--- src/hw/sbba_pkg.sv ---
package sbba_pkg;
  // register byte offsets in configuration space
  localparam logic [7:0] DATA_OFFSET   = 8'hb0;
  localparam logic [7:0] INDEX_OFFSET  = 8'hb1;
  localparam logic [7:0] TARGET_OFFSET = 8'hb2;
  localparam logic [7:0] CTRL_OFFSET   = 8'hb3;
  // control, status and target direction field positions
  localparam int SHORT_PROT_BIT = 7;
  localparam int BUSY_BIT       = 5;
  localparam int FAST_TEST_BIT  = 2;
  localparam int REQ_ERR_BIT    = 1;
  localparam int DIR_BIT        = 0;
  // reset values
  localparam logic [7:0] DATA_RESET   = 8'h00;
  localparam logic [7:0] INDEX_RESET  = 8'h00;
  localparam logic [7:0] TARGET_RESET = 8'h00;
  // timing
  localparam int CLK_HZ       = 20000000;
  localparam int SCL_HZ       = 100000;
  localparam int SCL_FAST_HZ  = 400000;
  // quarter period of the serial clock in host clock cycles (rounded down, at least 1)
  localparam int QTR_CYCLES      = (CLK_HZ / (4 * SCL_HZ)) < 1 ? 1 : CLK_HZ / (4 * SCL_HZ);
  localparam int QTR_FAST_CYCLES = (CLK_HZ / (4 * SCL_FAST_HZ)) < 1 ? 1
                                   : CLK_HZ / (4 * SCL_FAST_HZ);
  typedef enum logic [3:0] {
    SBBA_IDLE, SBBA_START, SBBA_BYTE, SBBA_ACK, SBBA_RESTART, SBBA_STOP
  } sbba_state_t;
  // byte phases of one access
  typedef enum logic [2:0] {
    SBBA_PH_ADDR_W, SBBA_PH_INDEX, SBBA_PH_DATA_W, SBBA_PH_ADDR_R, SBBA_PH_DATA_R
  } sbba_phase_t;
endpackage

--- src/hw/sbba_master.sv ---
// Behaviour
// - read byte held in data register
// - data register sent on write, captured read
// - index register sent as byte address
// - target address from bits seven to one
// - bit zero selects write or read
// - target write launches access, sets busy
// - short protocol omits the byte address
// - missing acknowledge sets error, write-one clears
// - serial clock 100 kHz, faster in test
`timescale 1ns/1ns
`default_nettype none
module sbba_master (
  // clock and reset
  input  wire logic       clk_in,
  input  wire logic       reset_n_in,
  // configuration register port
  input  wire logic       reg_write_in,
  input  wire logic       reg_read_in,
  input  wire logic [7:0] reg_addr_in,
  input  wire logic [7:0] reg_wdata_in,
  output logic      [7:0] reg_rdata_out,
  // serial bus pins, open drain
  input  wire logic       scl_in,
  output logic            scl_out,
  output logic            scl_oe_out,
  input  wire logic       sda_in,
  output logic            sda_out,
  output logic            sda_oe_out
);
  logic [7:0] byte_data_field;
  logic [7:0] byte_address_field;
  logic [7:0] target_reg;
  logic       short_protocol_select;
  logic       fast_clock_test;
  logic       req_err;
  logic       access_busy_flag;
  sbba_pkg::sbba_state_t state;
  sbba_pkg::sbba_phase_t phase;
  logic [1:0] quarter;
  logic [7:0] tick_cnt;
  logic       tick;
  logic [2:0] bit_cnt;
  logic [7:0] shift;
  logic       scl_drive_low;
  logic       sda_drive_low;
  logic [1:0] sda_sync;
  logic [1:0] scl_sync;
  logic       set_err;
  logic       launch;
  logic       last_phase;
  logic       stretch;
  logic       nack_seen;

  assign launch = reg_write_in && reg_addr_in == sbba_pkg::TARGET_OFFSET && !access_busy_flag;

  // synchronise the pin levels
  always_ff @(posedge clk_in or negedge reset_n_in) begin
    if (!reset_n_in) begin
      sda_sync <= 2'h3;
      scl_sync <= 2'h3;
    end else begin
      sda_sync <= {sda_sync[0], sda_in};
      scl_sync <= {scl_sync[0], scl_in};
    end
  end

  // quarter-period tick, rate chosen by the test bit
  always_ff @(posedge clk_in or negedge reset_n_in) begin
    if (!reset_n_in) begin
      tick_cnt <= 8'h00;
    end else if (state == sbba_pkg::SBBA_IDLE || tick) begin
      tick_cnt <= 8'h00;
    end else if (!stretch) begin
      tick_cnt <= tick_cnt + 8'h01;
    end
  end
  // high half is timed from when the released clock line is seen high
  assign stretch = !scl_drive_low && !scl_sync[1];
  assign tick = !stretch && (fast_clock_test ? (tick_cnt == 8'(sbba_pkg::QTR_FAST_CYCLES - 1))
                                : (tick_cnt == 8'(sbba_pkg::QTR_CYCLES - 1)));

  // software registers
  always_ff @(posedge clk_in or negedge reset_n_in) begin
    if (!reset_n_in) begin
      byte_address_field    <= sbba_pkg::INDEX_RESET;
      target_reg            <= sbba_pkg::TARGET_RESET;
      short_protocol_select <= 1'b0;
      fast_clock_test       <= 1'b0;
    end else if (reg_write_in) begin
      case (reg_addr_in)
        sbba_pkg::INDEX_OFFSET:  byte_address_field <= reg_wdata_in;
        sbba_pkg::TARGET_OFFSET: if (!access_busy_flag) target_reg <= reg_wdata_in;
        sbba_pkg::CTRL_OFFSET: begin
          short_protocol_select <= reg_wdata_in[sbba_pkg::SHORT_PROT_BIT];
          fast_clock_test       <= reg_wdata_in[sbba_pkg::FAST_TEST_BIT];
        end
        default: ;
      endcase
    end
  end

  // data register: software write, or byte captured on a read
  always_ff @(posedge clk_in or negedge reset_n_in) begin
    if (!reset_n_in) begin
      byte_data_field <= sbba_pkg::DATA_RESET;
    end else if (state == sbba_pkg::SBBA_ACK && phase == sbba_pkg::SBBA_PH_DATA_R
                 && tick && quarter == 2'h0) begin
      byte_data_field <= shift;
    end else if (reg_write_in && reg_addr_in == sbba_pkg::DATA_OFFSET && !access_busy_flag) begin
      byte_data_field <= reg_wdata_in;
    end
  end

  // error flag: hardware set wins over write-one clear
  always_ff @(posedge clk_in or negedge reset_n_in) begin
    if (!reset_n_in) begin
      req_err <= 1'b0;
    end else if (set_err) begin
      req_err <= 1'b1;
    end else if (reg_write_in && reg_addr_in == sbba_pkg::CTRL_OFFSET
                 && reg_wdata_in[sbba_pkg::REQ_ERR_BIT]) begin
      req_err <= 1'b0;
    end
  end

  // acknowledge is sampled at the high middle of the ninth clock
  assign set_err = state == sbba_pkg::SBBA_ACK && tick && quarter == 2'h2
                   && phase != sbba_pkg::SBBA_PH_DATA_R && sda_sync[1];
  assign last_phase = (phase == sbba_pkg::SBBA_PH_DATA_W) || (phase == sbba_pkg::SBBA_PH_DATA_R);

  // byte sequencer; each bit spans four quarters: low, low, high, high
  always_ff @(posedge clk_in or negedge reset_n_in) begin
    if (!reset_n_in) begin
      state            <= sbba_pkg::SBBA_IDLE;
      phase            <= sbba_pkg::SBBA_PH_ADDR_W;
      quarter          <= 2'h0;
      bit_cnt          <= 3'h0;
      shift            <= 8'h00;
      access_busy_flag <= 1'b0;
      scl_drive_low    <= 1'b0;
      sda_drive_low    <= 1'b0;
      nack_seen        <= 1'b0;
    end else begin
      case (state)
        sbba_pkg::SBBA_IDLE: begin
          scl_drive_low <= 1'b0;
          sda_drive_low <= 1'b0;
          quarter       <= 2'h0;
          if (launch) begin
            access_busy_flag <= 1'b1;
            state            <= sbba_pkg::SBBA_START;
            nack_seen        <= 1'b0;
            // short protocol sends the address with the direction directly
            if (short_protocol_select && reg_wdata_in[sbba_pkg::DIR_BIT]) begin
              phase <= sbba_pkg::SBBA_PH_ADDR_R;
            end else begin
              phase <= sbba_pkg::SBBA_PH_ADDR_W;
            end
            shift <= {reg_wdata_in[7:1], short_protocol_select & reg_wdata_in[sbba_pkg::DIR_BIT]};
          end
        end
        sbba_pkg::SBBA_START, sbba_pkg::SBBA_RESTART: if (tick) begin
          quarter <= quarter + 2'h1;
          case (quarter)
            2'h0: sda_drive_low <= 1'b0;
            2'h1: scl_drive_low <= 1'b0;
            2'h2: sda_drive_low <= 1'b1; // start condition while clock high
            default: begin
              scl_drive_low <= 1'b1;
              bit_cnt       <= 3'h7;
              state         <= sbba_pkg::SBBA_BYTE;
            end
          endcase
        end
        sbba_pkg::SBBA_BYTE: if (tick) begin
          quarter <= quarter + 2'h1;
          case (quarter)
            2'h0: sda_drive_low <= (phase == sbba_pkg::SBBA_PH_DATA_R) ? 1'b0 : !shift[7];
            2'h1: scl_drive_low <= 1'b0;
            2'h2: if (phase == sbba_pkg::SBBA_PH_DATA_R) shift <= {shift[6:0], sda_sync[1]};
            default: begin
              scl_drive_low <= 1'b1;
              if (phase != sbba_pkg::SBBA_PH_DATA_R) shift <= {shift[6:0], 1'b0};
              bit_cnt <= bit_cnt - 3'h1;
              if (bit_cnt == 3'h0) state <= sbba_pkg::SBBA_ACK;
            end
          endcase
        end
        sbba_pkg::SBBA_ACK: if (tick) begin
          quarter <= quarter + 2'h1;
          case (quarter)
            2'h0: sda_drive_low <= 1'b0; // release; no acknowledge on the read byte
            2'h1: scl_drive_low <= 1'b0;
            2'h2: if (set_err) nack_seen <= 1'b1; // finish the clock low, then stop
            default: begin
              scl_drive_low <= 1'b1;
              bit_cnt       <= 3'h7;
              if (last_phase || nack_seen) begin
                state <= sbba_pkg::SBBA_STOP;
              end else if (phase == sbba_pkg::SBBA_PH_ADDR_R) begin
                phase <= sbba_pkg::SBBA_PH_DATA_R;
                state <= sbba_pkg::SBBA_BYTE;
              end else if (phase == sbba_pkg::SBBA_PH_ADDR_W && short_protocol_select) begin
                phase <= sbba_pkg::SBBA_PH_DATA_W;
                shift <= byte_data_field;
                state <= sbba_pkg::SBBA_BYTE;
              end else if (phase == sbba_pkg::SBBA_PH_ADDR_W) begin
                phase <= sbba_pkg::SBBA_PH_INDEX;
                shift <= byte_address_field;
                state <= sbba_pkg::SBBA_BYTE;
              end else if (!target_reg[sbba_pkg::DIR_BIT]) begin
                phase <= sbba_pkg::SBBA_PH_DATA_W;
                shift <= byte_data_field;
                state <= sbba_pkg::SBBA_BYTE;
              end else begin
                phase <= sbba_pkg::SBBA_PH_ADDR_R;
                shift <= {target_reg[7:1], 1'b1};
                state <= sbba_pkg::SBBA_RESTART;
              end
            end
          endcase
        end
        sbba_pkg::SBBA_STOP: if (tick) begin
          quarter <= quarter + 2'h1;
          case (quarter)
            2'h0: sda_drive_low <= 1'b1;
            2'h1: scl_drive_low <= 1'b0;
            2'h2: sda_drive_low <= 1'b0; // stop condition while clock high
            default: begin
              state            <= sbba_pkg::SBBA_IDLE;
              access_busy_flag <= 1'b0;
            end
          endcase
        end
        default: state <= sbba_pkg::SBBA_IDLE;
      endcase
    end
  end

  // read-back mux
  always_ff @(posedge clk_in or negedge reset_n_in) begin
    if (!reset_n_in) begin
      reg_rdata_out <= 8'h00;
    end else if (reg_read_in) begin
      case (reg_addr_in)
        sbba_pkg::DATA_OFFSET:   reg_rdata_out <= byte_data_field;
        sbba_pkg::INDEX_OFFSET:  reg_rdata_out <= byte_address_field;
        sbba_pkg::TARGET_OFFSET: reg_rdata_out <= target_reg;
        sbba_pkg::CTRL_OFFSET:   reg_rdata_out <= {short_protocol_select, 1'b0,
                                   access_busy_flag, 2'b00, fast_clock_test, req_err, 1'b0};
        default:                 reg_rdata_out <= 8'h00;
      endcase
    end
  end

  // open-drain pins: drive low only
  assign scl_out    = 1'b0;
  assign sda_out    = 1'b0;
  assign scl_oe_out = scl_drive_low;
  assign sda_oe_out = sda_drive_low;
endmodule
`default_nettype wire

--- config.mk ---
export PLATFORM = sky130hd
export DESIGN_NAME = sbba_master
export DESIGN_NICKNAME = d
export VERILOG_FILES = /design/src/hw/sbba_pkg.sv /design/src/hw/sbba_master.sv
export SDC_FILE = /design/constraint.sdc
export NUM_CORES = 1
export LEC_CHECK = 0
export ABC_AREA = 1
export BUFFER_PORTS_ARGS = -buffer_cell sky130_fd_sc_hd__clkbuf_2
export CELL_PAD_IN_SITES_DETAIL_PLACEMENT = 2
export CELL_PAD_IN_SITES_GLOBAL_PLACEMENT = 2
export CORE_MARGIN = 4
export CORE_UTILIZATION = 34
export DETAILED_ROUTE_END_ITERATION = 7
export PLACE_DENSITY_LB_ADDON = 0.08
export SLEW_MARGIN = 20
export SYNTH_ARGS = -nofsm -noshare
export SYNTH_HDL_FRONTEND = slang
export SYNTH_SLANG_ARGS = --single-unit
--- constraint.sdc ---
create_clock -name clk_in -period 2 [get_ports clk_in]
set_clock_uncertainty 0.2 [all_clocks]
set_input_delay 0.1 -clock clk_in [delete_from_list [all_inputs] [get_ports clk_in]]
set_output_delay 0.1 -clock clk_in [all_outputs]
set_load 0.03 [all_outputs]
==> impl_metrics.py, run 1 <==
metrics = {
    "outcome": {
        "status": "finished, final reports clean",
    },
    "clocking": {
        "cts.sinks": 70,
        "clk_pin_slew_worst_paths_ps": 60,
        "h-tree-depth": 3,
        "numCtsBuffers": 9,
        "cts_root_buf": "clkbuf_16",
        "clock_latency_ps": 350,
        "cts_tree": "yes",
        "clockBufferDepth": 2,
    },
    "power_and_ir_drop": {
        "ir_worst_vdd_mv": 0.570,
        "p_leak_nw": 2.68,
        "total_power_w": 0.00653,
        "power.density_nw_per_um2": 1260,
    },
    "cells_and_area": {
        "seqCellArea_sq_um": 1760,
        "final_common_cell": "nand2_1",
        "syn2layout_area_growth_pct": 24.5,
        "fin_util_pct": 43.2,
        "fillers": 1409,
        "multi_input_area_sq_um": 2100,
        "antennaDiodeCount": 0,
        "layout_common_cells": "nand2_1 (188), nand3_1 (71), inv_1 (64)",
        "drive_gt1_share_pct": 20.8,
        "fin_nets": 688,
    },
    "route": {
        "ant_nets": 0,
        "drc": 0,
        "drtIter0Drc": 194,
        "route.vias.total": 4106,
        "dr.pass1.iters": 4,
        "drt-total-wl_um": 14200,
        "routedWlPerCell_um": 17.6,
        "avgViaCountPerCell": 5.06,
    },
    "yosys": {
        "yosysUniqueCellTypes": 34,
        "async_flop_share_pct": 100,
        "synth_edf_count": 0,
        "syn_avg_cell_area_sq_um": 7.09,
        "synth-seq-area-share_pct": 42.4,
        "synth_area_sq_um": 4150,
        "synth_seq_cells": 70,
        "synth_ff_type": "dfrtp_1",
        "synth_area_leaders": "dfrtp_1 (40%), nand2_1 (18%), nand3_1 (8.6%)",
        "synth_top_cell_by_area": "dfrtp_1",
        "synth_top_area_share_pct": 39.8,
        "yosysWarnings": 0,
        "synthCells": 585,
    },
    "global_routing": {
        "antenna_found_initial": 0,
        "grt_pass1_vias": 4521,
        "grt_pass1_wl_um": 23600,
        "grt-ovfl-total": 0,
        "grt_usage_pct": 21.1,
        "grt_max_degree": 40,
    },
    "critical_path": {
        "cp.required_ps": 2030,
        "crit_path_end_kind": "register",
        "reg2reg_slack_ps": 90,
        "critical_path_class": "register to register",
        "cp-start-kind": "register",
        "critPathArrivalTime_ps": 1940,
        "reg2reg_depth": 10,
        "crit_fanout": 8,
    },
    "timing": {
        "fin_crit_sh_pct": 95.6,
        "relSlewSlack_pct": 63.4,
        "hold_violations": 0,
        "rsz0062_at_grt": "yes",
        "finalCriticalPeriod_ps": 1910,
        "max_freq_mhz": 523,
        "final_max_slew_viol_count": 0,
        "tightest_slew_ps": 547,
        "setup_violations": 0,
    },
    "floorplan": {
        "core_area_sq_um": 12000,
        "ios": 34,
        "start_util_pct": 34.7,
        "rows": 40,
        "die_h_um": 118,
        "dieArea_sq_um": 14000,
        "die_w_um": 118,
    },
    "min_path": {
        "hp-class": "input port to register",
        "hold_depth": 3,
    },
    "place": {
        "io_buffers": 31,
        "gp_congestion": 0.809,
        "hpwl_um": 10900,
    },
    "run": {
        "drv_cap": 0,
    },
}
==> worst paths after layout <==
| check | startpoint | end |
|---|---|---|
| setup / recovery | tick_cnt[4]$_DFFE_PN0P_ | shift[5]$_DFFE_PN0P_ |
| hold / removal | reg_write_in | short_protocol_select$_DFFE_PN0P_ |
| setup reg to reg | tick_cnt[4]$_DFFE_PN0P_ | shift[5]$_DFFE_PN0P_ |
| hold reg to reg | scl_sync[0]$_DFF_PN1_ | scl_sync[1]$_DFF_PN1_ |
| max in group asynchronous | reset_n_in | byte_data_field[7]$_DFFE_PN0P_ |
| min in group asynchronous | reset_n_in | tick_cnt[1]$_DFFE_PN0P_ |
==> critical path: stages, from the launching register on <==
cell and delay, ps:
dfrtp_2 440, nor2_1 160, nand2_1 100, nand2_2 100, nand3_4 180, nand2_2 110, inv_2 60, nor2_4 200
nand2_4 120, nand2_2 70, nand2_1 50
==> cells by family after synthesis <==
family,share of synthesized area [%]
xor gates and xnor gates,0.634
AOI/OAI and AO/OA,10.4
other,0.0905
buffers and inverters,8.51
and+or+nand+nor,35.9
DFF,42.4
adders and majority gates,2.11
==> power by group <==
group	switching, W	internal (W)	total, W
registers	0.000238	0.00167	0.00190
logic	0.00190	0.000979	0.00287
clock network	0.000658	0.00109	0.00175
==> layout make-up <==
type                            count  area share [%]
Clock buffer                       10            4.44
Inverter                           78            5.67
Tap cell                          147            3.56
Multi-Input combinational cell    428            40.6
Timing Repair Buffer               72            9.91
Sequential cell                    70            34.1
Clock inverter                      6            1.67
==> synthesized netlist by cell type (3+ instances only) <==
master	count
nand2_1	197
nand3_1	71
inv_1	68
dfrtp_1	66
o21ai_0	59
nor2_1	28
a21oi_1	14
inv_2	10
ha_1	7
nand2_2	7
nand4_1	7
nor2_2	5
nor3_1	5
clkbuf_1	4
dfstp_2	4
o21ai_1	4
buf_2	3
nor2_4	3
o211ai_1	3
==> through the flow <==
stage / TNS [ps] / std cells / area, sq um / setup slack (ps) / hold slack [ps]
floorplan: 0 / 586 / 4150 / 99.8 / -396
global placement: 0 / 778 / 4630 / 88.9 / -122
detailed placement: -97.3 / 778 / 4630 / -28.2 / -115
CTS: 0 / 806 / 5070 / 5.44 / 4.08
global route: -181 / 811 / 5160 / -26.9 / 48.9
finish: 0 / 811 / 5160 / 87.7 / 10.6
==> layer usage <==
metal | track usage [%] | part of all wire, % | up-vias
li1 | - | - | 2020
met1 | 28.2 | 48 | 2023
met2 | 35.7 | 48 | 50
met3 | 2.68 | 2.1 | 13
met4 | 6.73 | 1.4 | 0
met5 | 0 | 0 | -
==> repair_timing <==
item                                    in CTS  in global routing
gates cloned                                 0                  1
gates resized for setup                      2                 25
pin swaps                                    1                  4
endpoints found under the hold margin      100                  0
endpoints found under the setup margin      13                 28
hold buffers                                12                  0
buffers inserted                             0                  4
(Power assumes the default switching activity.)
==> inputs of run 2 (changes only) <==
- ABC_CLOCK_PERIOD_IN_PS: not set -> 2000
- BUFFER_PORTS_ARGS: -buffer_cell sky130_fd_sc_hd__clkbuf_2 -> -buffer_cell sky130_fd_sc_hd__buf_2
==> run 2 against run 1 <==
- cell count is the same
- hold slack improved by 90 ps
- critical endpoint is now shift[4]$_DFFE_PN0P_
- total power is 2.1% higher
- final area up 0.56%
- utilization grew 0.24 points
- sequential share of layout area shrank 0.19 points
- global-route usage is 1.1 points higher
- register-to-register slack got worse by 30 ps
- clock-buffer cell count fell by 1
==> impl_metrics.py, run 2 (synthesis results as in run 1) <==
metrics = {
    "global_routing": {
        "grt_usage_pct": 22.2,
        "grt-ovfl-total": 0,
        "grt_pass1_wl_um": 24900,
        "grt_max_degree": 71,
        "grt_pass1_vias": 4646,
        "antenna_found_initial": 0,
    },
    "place": {
        "gp_congestion": 0.810,
        "dp.cells": 777,
        "hpwl_um": 10800,
        "pre_cts_slack_ps": -48.6,
        "placed_area_sq_um": 4630,
        "io_buffers": 31,
    },
    "route": {
        "routedWlPerCell_um": 18.5,
        "drtIter0Drc": 171,
        "avgViaCountPerCell": 5.20,
        "dr.pass1.iters": 5,
        "route.vias.total": 4217,
        "ant_nets": 0,
        "drt-total-wl_um": 15000,
        "drc": 0,
    },
    "cells_and_area": {
        "fin_util_pct": 43.4,
        "drive_gt1_share_pct": 20.0,
        "fin_nets": 688,
        "layout_common_cells": "nand2_1 (194), nand3_1 (71), inv_1 (65)",
        "antennaDiodeCount": 0,
        "final_common_cell": "nand2_1",
        "syn2layout_area_growth_pct": 25.2,
        "fillers": 1401,
        "fin_area_sq_um": 5190,
        "multi_input_area_sq_um": 2110,
        "seqCellArea_sq_um": 1760,
        "fin_cells": 811,
    },
    "critical_path": {
        "crit_chain": "inv_1 -> nor2_2 -> nand2_2 -> nor2_4 -> nand3_4 -> nand2_2 -> inv_2 -> nor2_4 -> nand2_4 -> nand2_1 -> nand2_1",
        "critical_path_class": "register to register",
        "crit_slowest_cell": "dfrtp_1",
        "crit_start": "tick_cnt[0]$_DFFE_PN0P_",
        "cp.required_ps": 2040,
        "crit_fanout": 8,
        "r2r-start": "tick_cnt[0]$_DFFE_PN0P_",
        "max_stage_delay_ps": 410,
        "critPathArrivalTime_ps": 1980,
        "cp-start-kind": "register",
        "crit_path_end_kind": "register",
    },
    "clocking": {
        "clockBufferDepth": 2,
        "numCtsBuffers": 9,
        "cts_root_buf": "clkbuf_16",
        "cts.sinks": 70,
        "h-tree-depth": 3,
        "clock_latency_ps": 350,
        "cts_tree": "yes",
        "clk_pin_slew_worst_paths_ps": 60,
    },
    "floorplan": {
        "dieArea_sq_um": 14000,
        "start_util_pct": 34.7,
        "ios": 34,
        "die_h_um": 118,
        "core_area_sq_um": 12000,
        "die_w_um": 118,
        "rows": 40,
    },
    "power_and_ir_drop": {
        "clockPowerShare_pct": 26.8,
        "p_leak_nw": 2.67,
        "p_int_w": 0.00377,
        "power.density_nw_per_um2": 1280,
        "swShare_pct": 43.4,
        "ir_worst_vdd_mv": 0.636,
        "seqPwrFrac_pct": 29.0,
        "power_frac_comb_pct": 44.2,
        "p_sw_w": 0.00289,
    },
    "timing": {
        "final_max_slew_viol_count": 0,
        "relSlewSlack_pct": 64.4,
        "rsz0062_at_grt": "yes",
        "setup_violations": 0,
        "timing.final.ws_setup_ps": 58.2,
        "tightest_slew_ps": 533,
        "finalCriticalPeriod_ps": 1940,
        "fin_crit_sh_pct": 97.1,
        "hold_violations": 0,
        "max_freq_mhz": 515,
        "tns_ps": 0,
    },
    "run": {
        "drv_cap": 0,
    },
    "outcome": {
        "status": "finished, final reports clean",
    },
    "min_path": {
        "hp-class": "input port to asynchronous set/reset pin",
    },
}
run 2: cell types whose count changed in the layout (fill, tap and decap cells not counted), moves of 2 or more:
cell,change
clkbuf_2,-30
buf_4,-2
clkinv_2,-2
buf_2,+31
inv_2,-2
clkinvlp_4,+4
nand2_1,+6
nand2_2,-6
run 2: area by class of cell:
class                      instances  share of cell area [%]
timing repair buffer              72                    10.0
clock buffer                       9                    4.34
tap                              147                    3.54
multi-input combinational        428                    40.6
inverter                          78                    5.71
sequential                        70                    33.9
clock inverter                     7                    1.90
run 2: metal layers:
metal  part of all wire, %  GRT usage (%)
met5                     0              0
met3                   2.3           2.97
met4                   1.2           6.30
met2                    49           37.1
met1                    47           30.1
run 2: worst max-delay path, delay by kind of cell, from the launching register on:
family	cells	cell delay (ps)
flops	1	410
simple gates	9	1060
buf+inv	2	150
run 2: metrics by stage:
stage / power [W] / hold slack, ps
after floorplan: 0.00359 / -396
after global placement: 0.00441 / -38.5
after detailed placement: 0.00457 / -30.5
after CTS: 0.00657 / 112
after global routing: 0.00717 / 159
final: 0.00666 / 101
run 2: repair_timing:
action                                  4_1_cts  5_1_grt
endpoints found under the setup margin       12       29
buffers inserted                              2        2
hold buffers                                 13        0
gates cloned                                  1        0
hold endpoints to repair                    102        0
resized for setup                             5       18
pin swaps                                     1        2
run 2: power groups by stage:
stage	Clock [W]	Sequential [W]	Combinational [W]
after floorplan	0	0.00189	0.00170
after global placement	0	0.00191	0.00250
after detailed placement	0	0.00192	0.00264
after CTS	0.00182	0.00191	0.00284
after global routing	0.00188	0.00197	0.00332
final	0.00178	0.00193	0.00295
run 2: worst paths after layout:
check / end / slack, ps / cells past startpoint
worst max-delay path: shift[4]$_DFFE_PN0P_ / 60 / 11
worst min-delay path: tick_cnt[2]$_DFFE_PN0P_ / 100 / 3
worst max register to register: shift[4]$_DFFE_PN0P_ / 60 / 11
worst min register to register: scl_sync[1]$_DFF_PN1_ / 160 / 0
max in group asynchronous: sda_sync[1]$_DFF_PN1_ / 1130 / 3
min in group clk_in: fast_clock_test$_DFFE_PN0P_ / 100 / 5
